`src/pkg/rfs_regs.svh`:
```
// command codes, field positions, reset values and timing counts of the fault supervisor
// assumes an includer that compiles it once per unit; definitions only
`ifndef RFS_REGS_SVH
`define RFS_REGS_SVH

// command codes of the response and warning registers
`define RFS_OFS_VOUT_OV_RESP 8'h41
`define RFS_OFS_VOUT_OV_WARN 8'h42
`define RFS_OFS_VOUT_UV_RESP 8'h45
`define RFS_OFS_VIN_OV_RESP 8'h56
`define RFS_OFS_VIN_UV_RESP 8'h5a

// response byte layout: retry select and retry delay code
`define RFS_RESP_RETRY_BIT 6
`define RFS_RESP_DLY_MSB 2
`define RFS_RESP_DLY_LSB 0
`define RFS_RESP_RESET 8'h00
`define RFS_WARN_RESET 16'hffff

// current sense setup: slope bit and range field
`define RFS_ISS_SLOPE_BIT 0
`define RFS_ISS_RANGE_MSB 2
`define RFS_ISS_RANGE_LSB 1
`define RFS_ISR_15MV 2'h0
`define RFS_ISR_30MV 2'h1
`define RFS_ISR_60MV 2'h2

// timing at a 25 MHz core clock
`define RFS_CLK_MHZ 25
`define RFS_TON_RISE_US 5000
`define RFS_TON_DELAY_US 0
`define RFS_RETRY_UNIT_US 1000
`define RFS_RISE_CYCLES (`RFS_TON_RISE_US * `RFS_CLK_MHZ)
`define RFS_TON_DELAY_CYCLES \
  ((`RFS_TON_DELAY_US * `RFS_CLK_MHZ) < 1 ? 1 : (`RFS_TON_DELAY_US * `RFS_CLK_MHZ))
`define RFS_RETRY_UNIT_CYCLES (`RFS_RETRY_UNIT_US * `RFS_CLK_MHZ)
`define RFS_DOWN_STEP 16'h0001

`endif

```
`src/pkg/rfs_pkg.sv`:
```
// types shared by the regulator fault supervisor modules
// assumes nothing beyond a SystemVerilog compiler
package rfs_pkg;

  // sequencer states, gray along off-delay-ramp-on
  typedef enum logic [2:0] {
    st_off = 3'b000,
    st_delay = 3'b001,
    st_ramp = 3'b011,
    st_on = 3'b010,
    st_retry = 3'b110,
    st_latch = 3'b111,
    st_hold = 3'b101
  } rfs_state_t;

  // programmed limits arriving from the configuration store
  typedef struct packed {
    logic [15:0] vin_uv_fault;
    logic [15:0] vin_uv_warn;
    logic [15:0] vin_ov_fault;
    logic [15:0] vin_ov_warn;
    logic [15:0] vout_ov_fault;
    logic [15:0] vout_uv_fault;
    logic [15:0] pg_on;
    logic [15:0] vout_target;
  } rfs_limits_t;

  // one bit per supervised fault source
  typedef struct packed {
    logic vin_uv;
    logic vin_ov;
    logic vout_ov;
    logic vout_uv;
  } rfs_fault_t;

  typedef struct packed {
    logic s1;
    logic s2;
  } rfs_sync_t;

  typedef struct packed {
    logic active;
    logic down;
    logic [31:0] cnt;
    logic [15:0] start;
    logic [15:0] target;
    logic [15:0] ref_v;
    logic switching;
    logic done;
  } rfs_ramp_t;

  typedef struct packed {
    rfs_state_t state;
    logic en_prev;
    logic dis_seen;
    rfs_fault_t cause;
    logic pend;
    logic [31:0] cnt;
    logic [15:0] prebias;
    logic regulate;
    logic pg;
    logic [15:0] duty;
    logic ramp_go;
    logic ramp_down;
    logic [7:0] vout_ov_resp;
    logic [15:0] vout_ov_warn;
    logic [7:0] vout_uv_resp;
    logic [7:0] vin_ov_resp;
    logic [7:0] vin_uv_resp;
    logic [15:0] rdata;
    logic sense_up;
    logic [1:0] sense_range;
  } rfs_core_t;

endpackage

```
`src/core/rfs_supervisor.sv`:
```
// regulator fault supervisor: input and output voltage faults, latch or
// retry response, prebias start-up and current-sense setup
// assumes measurements and configuration come from logic on mclk; the
// enable pin is asynchronous
`timescale 1ns/1ns
`default_nettype none
`include "rfs_regs.svh"
module rfs_supervisor #(
  parameter int RISE_CYCLES = `RFS_RISE_CYCLES,
  parameter int TON_DELAY_CYCLES = `RFS_TON_DELAY_CYCLES,
  parameter int RETRY_UNIT_CYCLES = `RFS_RETRY_UNIT_CYCLES
) (
  // clock and reset
  input wire logic mclk,
  input wire logic rst,
  // enable pin
  input wire logic enable_pin,
  // measurements from the converters
  input wire logic [15:0] vin_meas,
  input wire logic [15:0] output_sense_input,
  // programmed limits
  input wire rfs_pkg::rfs_limits_t limits,
  // command port of the serial interface
  input wire logic cfg_wr,
  input wire logic cfg_rd,
  input wire logic [7:0] cfg_code,
  input wire logic [15:0] cfg_wdata,
  output logic [15:0] cfg_rdata,
  // current sense setup in and the held selection out
  input wire logic [2:0] current_sense_setup,
  output logic isense_slope_up,
  output logic [1:0] isense_range,
  // towards the modulator
  output logic regulate_en,
  output logic [15:0] duty_init,
  output logic [15:0] vout_ref,
  // status
  output logic output_good_flag,
  output rfs_pkg::rfs_fault_t fault_cause,
  output rfs_pkg::rfs_state_t seq_state
);

  generate
    if (TON_DELAY_CYCLES < 1 || RETRY_UNIT_CYCLES < 1) begin : g_bad_timing
      $error("rfs_supervisor: delay counts must be at least 1");
    end
  endgenerate

  rfs_pkg::rfs_core_t r;
  rfs_pkg::rfs_core_t next_r;
  rfs_pkg::rfs_fault_t live;
  logic en_s;
  logic en_rise;
  logic en_fall;
  logic ramp_sw;
  logic ramp_done;
  logic [15:0] ramp_ref;
  logic ramp_stop;

  // duty as prebias over input, 0.16 fraction, saturated
  function automatic logic [15:0] duty_of(input logic [15:0] v, input logic [15:0] vi);
    logic [31:0] q;
    q = 32'h0;
    if (vi == 16'h0 || v >= vi) begin
      return 16'hffff;
    end
    q = {v, 16'h0} / {16'h0, vi};
    return q[15:0];
  endfunction

  // retry wait in cycles from a response byte delay code
  function automatic logic [31:0] retry_wait(input logic [7:0] resp);
    logic [31:0] code;
    code = {29'h0, resp[`RFS_RESP_DLY_MSB:`RFS_RESP_DLY_LSB]} + 32'h1;
    return code * 32'(RETRY_UNIT_CYCLES);
  endfunction

  // enable pin crosses into mclk before its edges are looked at
  rfs_sync u_en_sync (
    .mclk(mclk),
    .rst(rst),
    .din(enable_pin),
    .dout(en_s)
  );

  assign en_rise = en_s & ~r.en_prev;
  assign en_fall = ~en_s & r.en_prev;
  // the reference must hold at target while on; clearing it there would
  // pull the output down and trip the undervoltage check
  assign ramp_stop = !(r.state inside {rfs_pkg::st_ramp, rfs_pkg::st_on}) && !r.ramp_go;

  rfs_ramp #(
    .RISE_CYCLES(RISE_CYCLES)
  ) u_ramp (
    .mclk(mclk),
    .rst(rst),
    .go(r.ramp_go),
    .down(r.ramp_down),
    .stop(ramp_stop),
    .start(r.prebias),
    .target(limits.vout_target),
    .ref_v(ramp_ref),
    .switching(ramp_sw),
    .done(ramp_done)
  );

  // live comparisons against the programmed limits
  always_comb begin
    live.vin_uv = vin_meas < limits.vin_uv_fault;
    live.vin_ov = vin_meas > limits.vin_ov_fault;
    live.vout_ov = output_sense_input > limits.vout_ov_fault;
    // masked while ramping; the host keeps this limit below good-on
    live.vout_uv = (r.state == rfs_pkg::st_on) && r.pg &&
                   (output_sense_input < limits.vout_uv_fault);
  end

  // sequencer, fault responses and the command registers
  always_comb begin
    next_r = r;
    next_r.en_prev = en_s;
    next_r.ramp_go = 1'b0;

    // current sense setup; the unused range code keeps the last choice
    next_r.sense_up = current_sense_setup[`RFS_ISS_SLOPE_BIT];
    if (current_sense_setup[`RFS_ISS_RANGE_MSB:`RFS_ISS_RANGE_LSB] != 2'h3) begin
      next_r.sense_range =
        current_sense_setup[`RFS_ISS_RANGE_MSB:`RFS_ISS_RANGE_LSB];
    end

    case (r.state)
      rfs_pkg::st_off: begin
        next_r.regulate = 1'b0;
        next_r.pg = 1'b0;
        if (en_rise) begin
          next_r.state = rfs_pkg::st_delay;
          next_r.cnt = 32'h0;
          next_r.cause = '0;
        end
      end
      rfs_pkg::st_delay, rfs_pkg::st_ramp, rfs_pkg::st_on: begin
        if (r.pend) begin
          // second step of a fault: output-good already low, now stop
          next_r.pend = 1'b0;
          next_r.regulate = 1'b0;
          next_r.cnt = 32'h0;
          next_r.dis_seen = 1'b0;
          if ((r.cause.vin_uv && !r.vin_uv_resp[`RFS_RESP_RETRY_BIT]) ||
              (r.cause.vin_ov && !r.vin_ov_resp[`RFS_RESP_RETRY_BIT]) ||
              (r.cause.vout_ov && !r.vout_ov_resp[`RFS_RESP_RETRY_BIT]) ||
              (r.cause.vout_uv && !r.vout_uv_resp[`RFS_RESP_RETRY_BIT])) begin
            next_r.state = rfs_pkg::st_latch;
          end else begin
            next_r.state = rfs_pkg::st_retry;
          end
        end else if (en_fall) begin
          next_r.state = rfs_pkg::st_off;
          next_r.regulate = 1'b0;
          next_r.pg = 1'b0;
        end else if (live != '0) begin
          next_r.pg = 1'b0;
          next_r.cause = live;
          next_r.pend = 1'b1;
        end else if (r.state == rfs_pkg::st_delay) begin
          next_r.cnt = r.cnt + 32'h1;
          if (next_r.cnt >= 32'(TON_DELAY_CYCLES)) begin
            next_r.prebias = output_sense_input;
            if (output_sense_input > r.vout_ov_warn) begin
              next_r.state = rfs_pkg::st_hold;
              next_r.dis_seen = 1'b0;
            end else begin
              next_r.duty = duty_of(output_sense_input, vin_meas);
              next_r.ramp_down = output_sense_input > limits.vout_target;
              next_r.ramp_go = 1'b1;
              next_r.state = rfs_pkg::st_ramp;
            end
          end
        end else if (r.state == rfs_pkg::st_ramp) begin
          next_r.regulate = ramp_sw;
          if (ramp_done) begin
            next_r.state = rfs_pkg::st_on;
          end
        end else begin
          next_r.regulate = 1'b1;
          if (output_sense_input >= limits.pg_on) begin
            next_r.pg = 1'b1;
          end
        end
      end
      rfs_pkg::st_retry: begin
        next_r.regulate = 1'b0;
        if (en_fall) begin
          next_r.state = rfs_pkg::st_off;
        end else if (r.cnt < retry_wait(r.cause.vin_uv ? r.vin_uv_resp :
                                        r.cause.vin_ov ? r.vin_ov_resp :
                                        r.cause.vout_ov ? r.vout_ov_resp :
                                        r.vout_uv_resp)) begin
          next_r.cnt = r.cnt + 32'h1;
        end else if ((!r.cause.vin_uv || vin_meas > limits.vin_uv_warn) &&
                     (!r.cause.vin_ov || vin_meas < limits.vin_ov_warn) &&
                     (!r.cause.vout_ov || output_sense_input < r.vout_ov_warn)) begin
          // undervoltage on the output restarts through a soft start
          next_r.state = rfs_pkg::st_delay;
          next_r.cnt = 32'h0;
          next_r.cause = '0;
        end
      end
      rfs_pkg::st_latch, rfs_pkg::st_hold: begin
        next_r.regulate = 1'b0;
        next_r.pg = 1'b0;
        if (en_fall) begin
          next_r.dis_seen = 1'b1;
        end
        if (en_rise && r.dis_seen) begin
          next_r.dis_seen = 1'b0;
          // restart only once the condition that stopped us has gone
          if (r.state == rfs_pkg::st_latch ? ((r.cause.vin_uv && live.vin_uv) ||
                                              (r.cause.vin_ov && live.vin_ov) ||
                                              (r.cause.vout_ov && live.vout_ov)) == 1'b0
                                           : output_sense_input <= r.vout_ov_warn) begin
            next_r.state = rfs_pkg::st_delay;
            next_r.cnt = 32'h0;
            next_r.cause = '0;
          end
        end
      end
      default: begin
        next_r.state = rfs_pkg::st_off;
        next_r.regulate = 1'b0;
        next_r.pg = 1'b0;
      end
    endcase

    // an input below the fault limit never lets the stage switch
    if (live.vin_uv) begin
      next_r.regulate = 1'b0;
    end

    // command writes and reads; unknown codes read zero
    if (cfg_wr) begin
      case (cfg_code)
        `RFS_OFS_VOUT_OV_RESP: next_r.vout_ov_resp = cfg_wdata[7:0];
        `RFS_OFS_VOUT_OV_WARN: next_r.vout_ov_warn = cfg_wdata;
        `RFS_OFS_VOUT_UV_RESP: next_r.vout_uv_resp = cfg_wdata[7:0];
        `RFS_OFS_VIN_OV_RESP: next_r.vin_ov_resp = cfg_wdata[7:0];
        `RFS_OFS_VIN_UV_RESP: next_r.vin_uv_resp = cfg_wdata[7:0];
        default: ;
      endcase
    end
    if (cfg_rd) begin
      case (cfg_code)
        `RFS_OFS_VOUT_OV_RESP: next_r.rdata = {8'h00, r.vout_ov_resp};
        `RFS_OFS_VOUT_OV_WARN: next_r.rdata = r.vout_ov_warn;
        `RFS_OFS_VOUT_UV_RESP: next_r.rdata = {8'h00, r.vout_uv_resp};
        `RFS_OFS_VIN_OV_RESP: next_r.rdata = {8'h00, r.vin_ov_resp};
        `RFS_OFS_VIN_UV_RESP: next_r.rdata = {8'h00, r.vin_uv_resp};
        default: next_r.rdata = 16'h0000;
      endcase
    end
  end

  // response registers default to latch, warning limit to full scale
  always_ff @(posedge mclk or posedge rst) begin
    if (rst) begin
      r <= '0;
      r.state <= rfs_pkg::st_off;
      r.vout_ov_resp <= `RFS_RESP_RESET;
      r.vout_ov_warn <= `RFS_WARN_RESET;
      r.vout_uv_resp <= `RFS_RESP_RESET;
      r.vin_ov_resp <= `RFS_RESP_RESET;
      r.vin_uv_resp <= `RFS_RESP_RESET;
      r.sense_range <= `RFS_ISR_15MV;
    end else begin
      r <= next_r;
    end
  end

  // outputs straight from flops (the reference from the ramp's flops)
  assign cfg_rdata = r.rdata;
  assign isense_slope_up = r.sense_up;
  assign isense_range = r.sense_range;
  assign regulate_en = r.regulate;
  assign duty_init = r.duty;
  assign vout_ref = ramp_ref;
  assign output_good_flag = r.pg;
  assign fault_cause = r.cause;
  assign seq_state = r.state;

endmodule // rfs_supervisor
`default_nettype wire

```
`src/core/rfs_sync.sv`:
```
// two-flop synchroniser for one asynchronous level
// assumes the input may change at any time relative to mclk
`timescale 1ns/1ns
`default_nettype none
module rfs_sync (
  // clock and reset
  input wire logic mclk,
  input wire logic rst,
  // level in and synchronised level out
  input wire logic din,
  output logic dout
);

  rfs_pkg::rfs_sync_t r;
  rfs_pkg::rfs_sync_t next_r;

  // first stage feeds only the second stage
  always_comb begin
    next_r.s1 = din;
    next_r.s2 = r.s1;
  end

  always_ff @(posedge mclk or posedge rst) begin
    if (rst) begin
      r <= '0;
    end else begin
      r <= next_r;
    end
  end

  assign dout = r.s2;

endmodule // rfs_sync
`default_nettype wire

```
`src/core/rfs_ramp.sv`:
```
// output reference ramp for soft start, prebias aware
// assumes go is a one-cycle pulse and stop holds the ramp idle
`timescale 1ns/1ns
`default_nettype none
`include "rfs_regs.svh"
module rfs_ramp #(
  parameter int RISE_CYCLES = `RFS_RISE_CYCLES
) (
  // clock and reset
  input wire logic mclk,
  input wire logic rst,
  // control from the sequencer
  input wire logic go,
  input wire logic down,
  input wire logic stop,
  input wire logic [15:0] start,
  input wire logic [15:0] target,
  // reference, switching request and completion
  output logic [15:0] ref_v,
  output logic switching,
  output logic done
);

  generate
    if (RISE_CYCLES < 1) begin : g_bad_rise
      $error("rfs_ramp: RISE_CYCLES must be at least 1");
    end
  endgenerate

  rfs_pkg::rfs_ramp_t r;
  rfs_pkg::rfs_ramp_t next_r;

  // point on the full-scale line from zero to target at cycle c
  function automatic logic [15:0] line_at(input logic [15:0] t, input logic [31:0] c);
    logic [47:0] p;
    p = ({32'h0, t} * {16'h0, c}) / 48'(RISE_CYCLES);
    return p[15:0];
  endfunction

  // upward ramp follows the line but never dips below the prebias, so it
  // meets the target exactly RISE_CYCLES after go whatever the start
  always_comb begin
    next_r = r;
    if (stop) begin
      next_r = '0;
    end else if (go) begin
      next_r.active = 1'b1;
      next_r.down = down;
      next_r.cnt = 32'h0;
      next_r.start = start;
      next_r.target = target;
      next_r.ref_v = start;
      next_r.switching = ~down;
      next_r.done = 1'b0;
    end else if (r.active && !r.down) begin
      next_r.cnt = r.cnt + 32'h1;
      if (line_at(r.target, next_r.cnt) > r.start) begin
        next_r.ref_v = line_at(r.target, next_r.cnt);
      end
      if (next_r.cnt >= 32'(RISE_CYCLES)) begin
        next_r.ref_v = r.target;
        next_r.active = 1'b0;
        next_r.done = 1'b1;
      end
    end else if (r.active) begin
      // above target: stay idle through the rise time, then step down
      if (!r.switching) begin
        next_r.cnt = r.cnt + 32'h1;
        if (next_r.cnt >= 32'(RISE_CYCLES)) begin
          next_r.switching = 1'b1;
        end
      end else if (r.ref_v <= r.target + `RFS_DOWN_STEP) begin
        next_r.ref_v = r.target;
        next_r.active = 1'b0;
        next_r.done = 1'b1;
      end else begin
        next_r.ref_v = r.ref_v - `RFS_DOWN_STEP;
      end
    end
  end

  always_ff @(posedge mclk or posedge rst) begin
    if (rst) begin
      r <= '0;
    end else begin
      r <= next_r;
    end
  end

  assign ref_v = r.ref_v;
  assign switching = r.switching;
  assign done = r.done;

endmodule // rfs_ramp
`default_nettype wire

```
`config.mk`:
```
export PLATFORM = sky130hd
export DESIGN_NAME = rfs_supervisor
export DESIGN_NICKNAME = d
export VERILOG_FILES = /design/src/pkg/rfs_pkg.sv /design/src/core/rfs_supervisor.sv /design/src/core/rfs_sync.sv /design/src/core/rfs_ramp.sv
export VERILOG_INCLUDE_DIRS = /design/src /design/src/pkg
export SDC_FILE = /design/constraint.sdc
export NUM_CORES = 2
export LEC_CHECK = 0
export BUFFER_PORTS_ARGS = -buffer_cell sky130_fd_sc_hd__buf_2
export CAP_MARGIN = 20
export CORE_UTILIZATION = 55
export CTS_CLUSTER_DIAMETER = 40
export DETAILED_ROUTE_END_ITERATION = 10
export PLACE_DENSITY = 0.72
export SYNTH_ARGS = -nofsm -noshare
export SYNTH_HDL_FRONTEND = slang
export SYNTH_SLANG_ARGS = --single-unit
```
`constraint.sdc`:
```
create_clock -name mclk -period 61.4 [get_ports mclk]
set_clock_uncertainty 0.2 [all_clocks]
set_input_delay 12.28 -clock mclk [delete_from_list [all_inputs] [get_ports mclk]]
set_output_delay 12.28 -clock mclk [all_outputs]
set_load 0.02 [all_outputs]
```
==> impl_metrics.yaml <==
worst_setup_path:
  crit_top_cell: "o21a_1"
  cp.required_ps: 61650
  crit_arrival_ps: 99590
  slowest_delay_ps: 580
  worstSetupEndpointType: "flop"
  critical_path_class: "in -> reg"
  startpoint: "vin_meas[13]"
  r2r_start: "u_ramp.r[51]"
  crit_slowest_cell: "or4_4"
  worst_setup_path_start_kind: "primary input"
  cp_max_fo: 23
sta:
  worst_slack_ps: -37940
  rsz0062_at_grt: "yes"
  fin_crit_ps: 99340
  hold_viol_final: 0
  clock.fmax_mhz: 10.1
  setup_violations: 12
  relSlewSlack_pct: 19.2
  post-route-period-util_pct: 162
  finalMaxSlewViolations: 0
  whs_ps: 145
  tightest_slew_ps: 1210
layout:
  fin_util_pct: 68.3
  layout-drive-gt1-share_pct: 24.8
  syn2layout_area_growth_pct: 22.6
  fillerInstances: 10852
  nNetsFinal: 12495
  fin_area_um2: 90300
clock_tree:
  cts.sink_count: 231
  cts_tree: "built"
  htree_levels: 2
  cts_buffers: 43
  clkTransAtPathRegs_ps: 60
  clk_latency_ps: 640
  hold_buffers: 0
  clk_path_buf_depth: 3
  clock-root-buffer: "clkbuf_16"
die:
  coreArea_um2: 132000
  fp-row-count: 133
  start_util_pct: 55.7
  die_h_um: 368
  fp.dieW_um: 368
  dieArea_um2: 135000
  num_io_pins: 252
routing:
  wire_per_inst_um: 20.6
  first_iter_violations: 7402
  drt_pass1_iterations: 6
  ant_nets: 0
  via_count: 81595
  drc: 0
  postRouteWirelength_um: 267000
  vias_per_cell: 6.30
synth:
  synth_seq_area_share_pct: 7.88
  synth_top_cell_area_share_pct: 12.3
  synthTopCellsByCount: "nand2_1 (1015), nor2_1 (750), ha_1 (722)"
  synth_cell_types: 199
  yosysWarningCount: 0
  synth_area_leader_cell: "ha_1"
  synthCells: 9658
  synth_enable_flop_cells: 0
  synth_flop_cell: "dfrtp_1"
  syn_nets: 10992
  syn_area_um2: 73600
  synth.most_common_cell: "nand2_1"
  synth_area_leaders: "ha_1 (12%), fa_1 (11%), dfrtp_1 (7.3%)"
  async_flop_share_pct: 100
  ys_seq_elements: 231
  syn_avg_cell_area_um2: 7.62
placement:
  hpwlAfterDp_um: 198000
  place.gp.congestion: 1.00
  place_area_um2: 84700
  io_buffers: 251
flow_run:
  maxCapViolCount: 0
grt:
  grt.total_usage_pct: 37.6
  grt_pass1_wl_um: 418000
  grt_pass1_vias: 79835
  antenna_found_initial: 15
  grt-ovfl-total: 0
  grt_max_degree: 112
run_status:
  status: "finished, violations left"
  violations: "setup timing"
min_path:
  hold_path.startpoint: "u_en_sync.next_r[0]"
  hp-class: "reg -> reg"
-- cell usage in the layout, fill, tap and decap left out, types with 251 or more instances in the layout --
master | Yosys | final
xnor2_1 | 374 | 372
fa_1 | 420 | 420
nor2_1 | 750 | 734
nor3_1 | 370 | 365
a21o_1 | 251 | 251
buf_4 | 92 | 1554
and2_1 | 290 | 289
nand2_1 | 1015 | 1006
inv_1 | 701 | 693
o21ai_0 | 510 | 467
a21oi_1 | 527 | 494
ha_1 | 722 | 703
o21a_1 | 291 | 290
-- cells by family (layout without fill, tap and decap cells) --
logic type	Yosys count	count (layout)	synth area share (%)
fa+ha+maj	1173	1173	24.1
other cells	0	10	0
simple gates	3550	3550	24.0
mux	266	266	4.00
flops	231	231	7.88
compound gates	2733	2733	26.4
xor+xnor	564	564	6.79
buf+inv	1141	2679	6.75
-- final cells by class --
cell class	instances	area (um2)	share of cell area, %
Multi-Input combinational cell	8286	64100	71.0
Timing Repair Buffer	1882	13900	15.4
Sequential cell	231	5810	6.44
Inverter	717	2740	3.04
Tap cell	1755	2200	2.43
Clock buffer	53	1200	1.33
Clock inverter	27	327	0.362
Antenna cell	10	25.0	0.0277
-- sequential cells by signal, summed over array words and instances, names as in the netlist, 2 cells and up --
signal	flops
r	101
isense_range	2
fault_cause	4
duty_init	16
u_ramp.ref_v	16
cfg_rdata	16
seq_state	3
u_ramp.r	66
-- final timing paths --
check | end | slack, ps | cells after the start
min | u_en_sync.dout | 150 | 0
min in group asynchronous | fault_cause[3] | 11640 | 2
min reg2reg | u_en_sync.dout | 150 | 0
max | duty_init[0] | -37940 | 516
max in group asynchronous | u_ramp.r[20] | 47130 | 4
max reg2reg | u_ramp.ref_v[0] | 6670 | 170
-- through the flow --
stage / setup TNS [ps] / instances / setup WS (ps)
6_report: -237240 / 12961 / -37940
2_1_floorplan: -270790 / 9658 / -40950
5_1_grt: -274810 / 12954 / -41900
4_1_cts: -214050 / 12853 / -35410
3_3_place_gp: -215200 / 12469 / -35610
3_5_place_dp: -236440 / 12469 / -37870
-- what timing repair did --
item	CTS	global route
hold endpoints to repair	0	0
buffers inserted	303	93
endpoints found under the setup margin	12	12
pin swaps	124	33
resized for setup	153	58
cloned	1	0
-- metal layers --
layer | up-vias | global-route usage (%) | share of wire, %
met5 | - | 0 | 0.057
met2 | 3945 | 63.0 | 46
li1 | 37684 | - | -
met4 | 12 | 18.9 | 5.8
met1 | 38964 | 45.7 | 39
met3 | 990 | 7.44 | 9.2
-- critical path: cells and delay by family --
| kind | cells | cell delay (ps) |
|---|---|---|
| simple gates | 79 | 12250 |
| mux | 8 | 2210 |
| compound gates | 316 | 54110 |
| buf+inv | 80 | 9980 |
| fa+ha+maj | 31 | 8530 |
| xor+xnor | 2 | 210 |
Power is not shown: default switching activity piles up to over one toggle a cycle in this logic, so the estimate is an artifact.
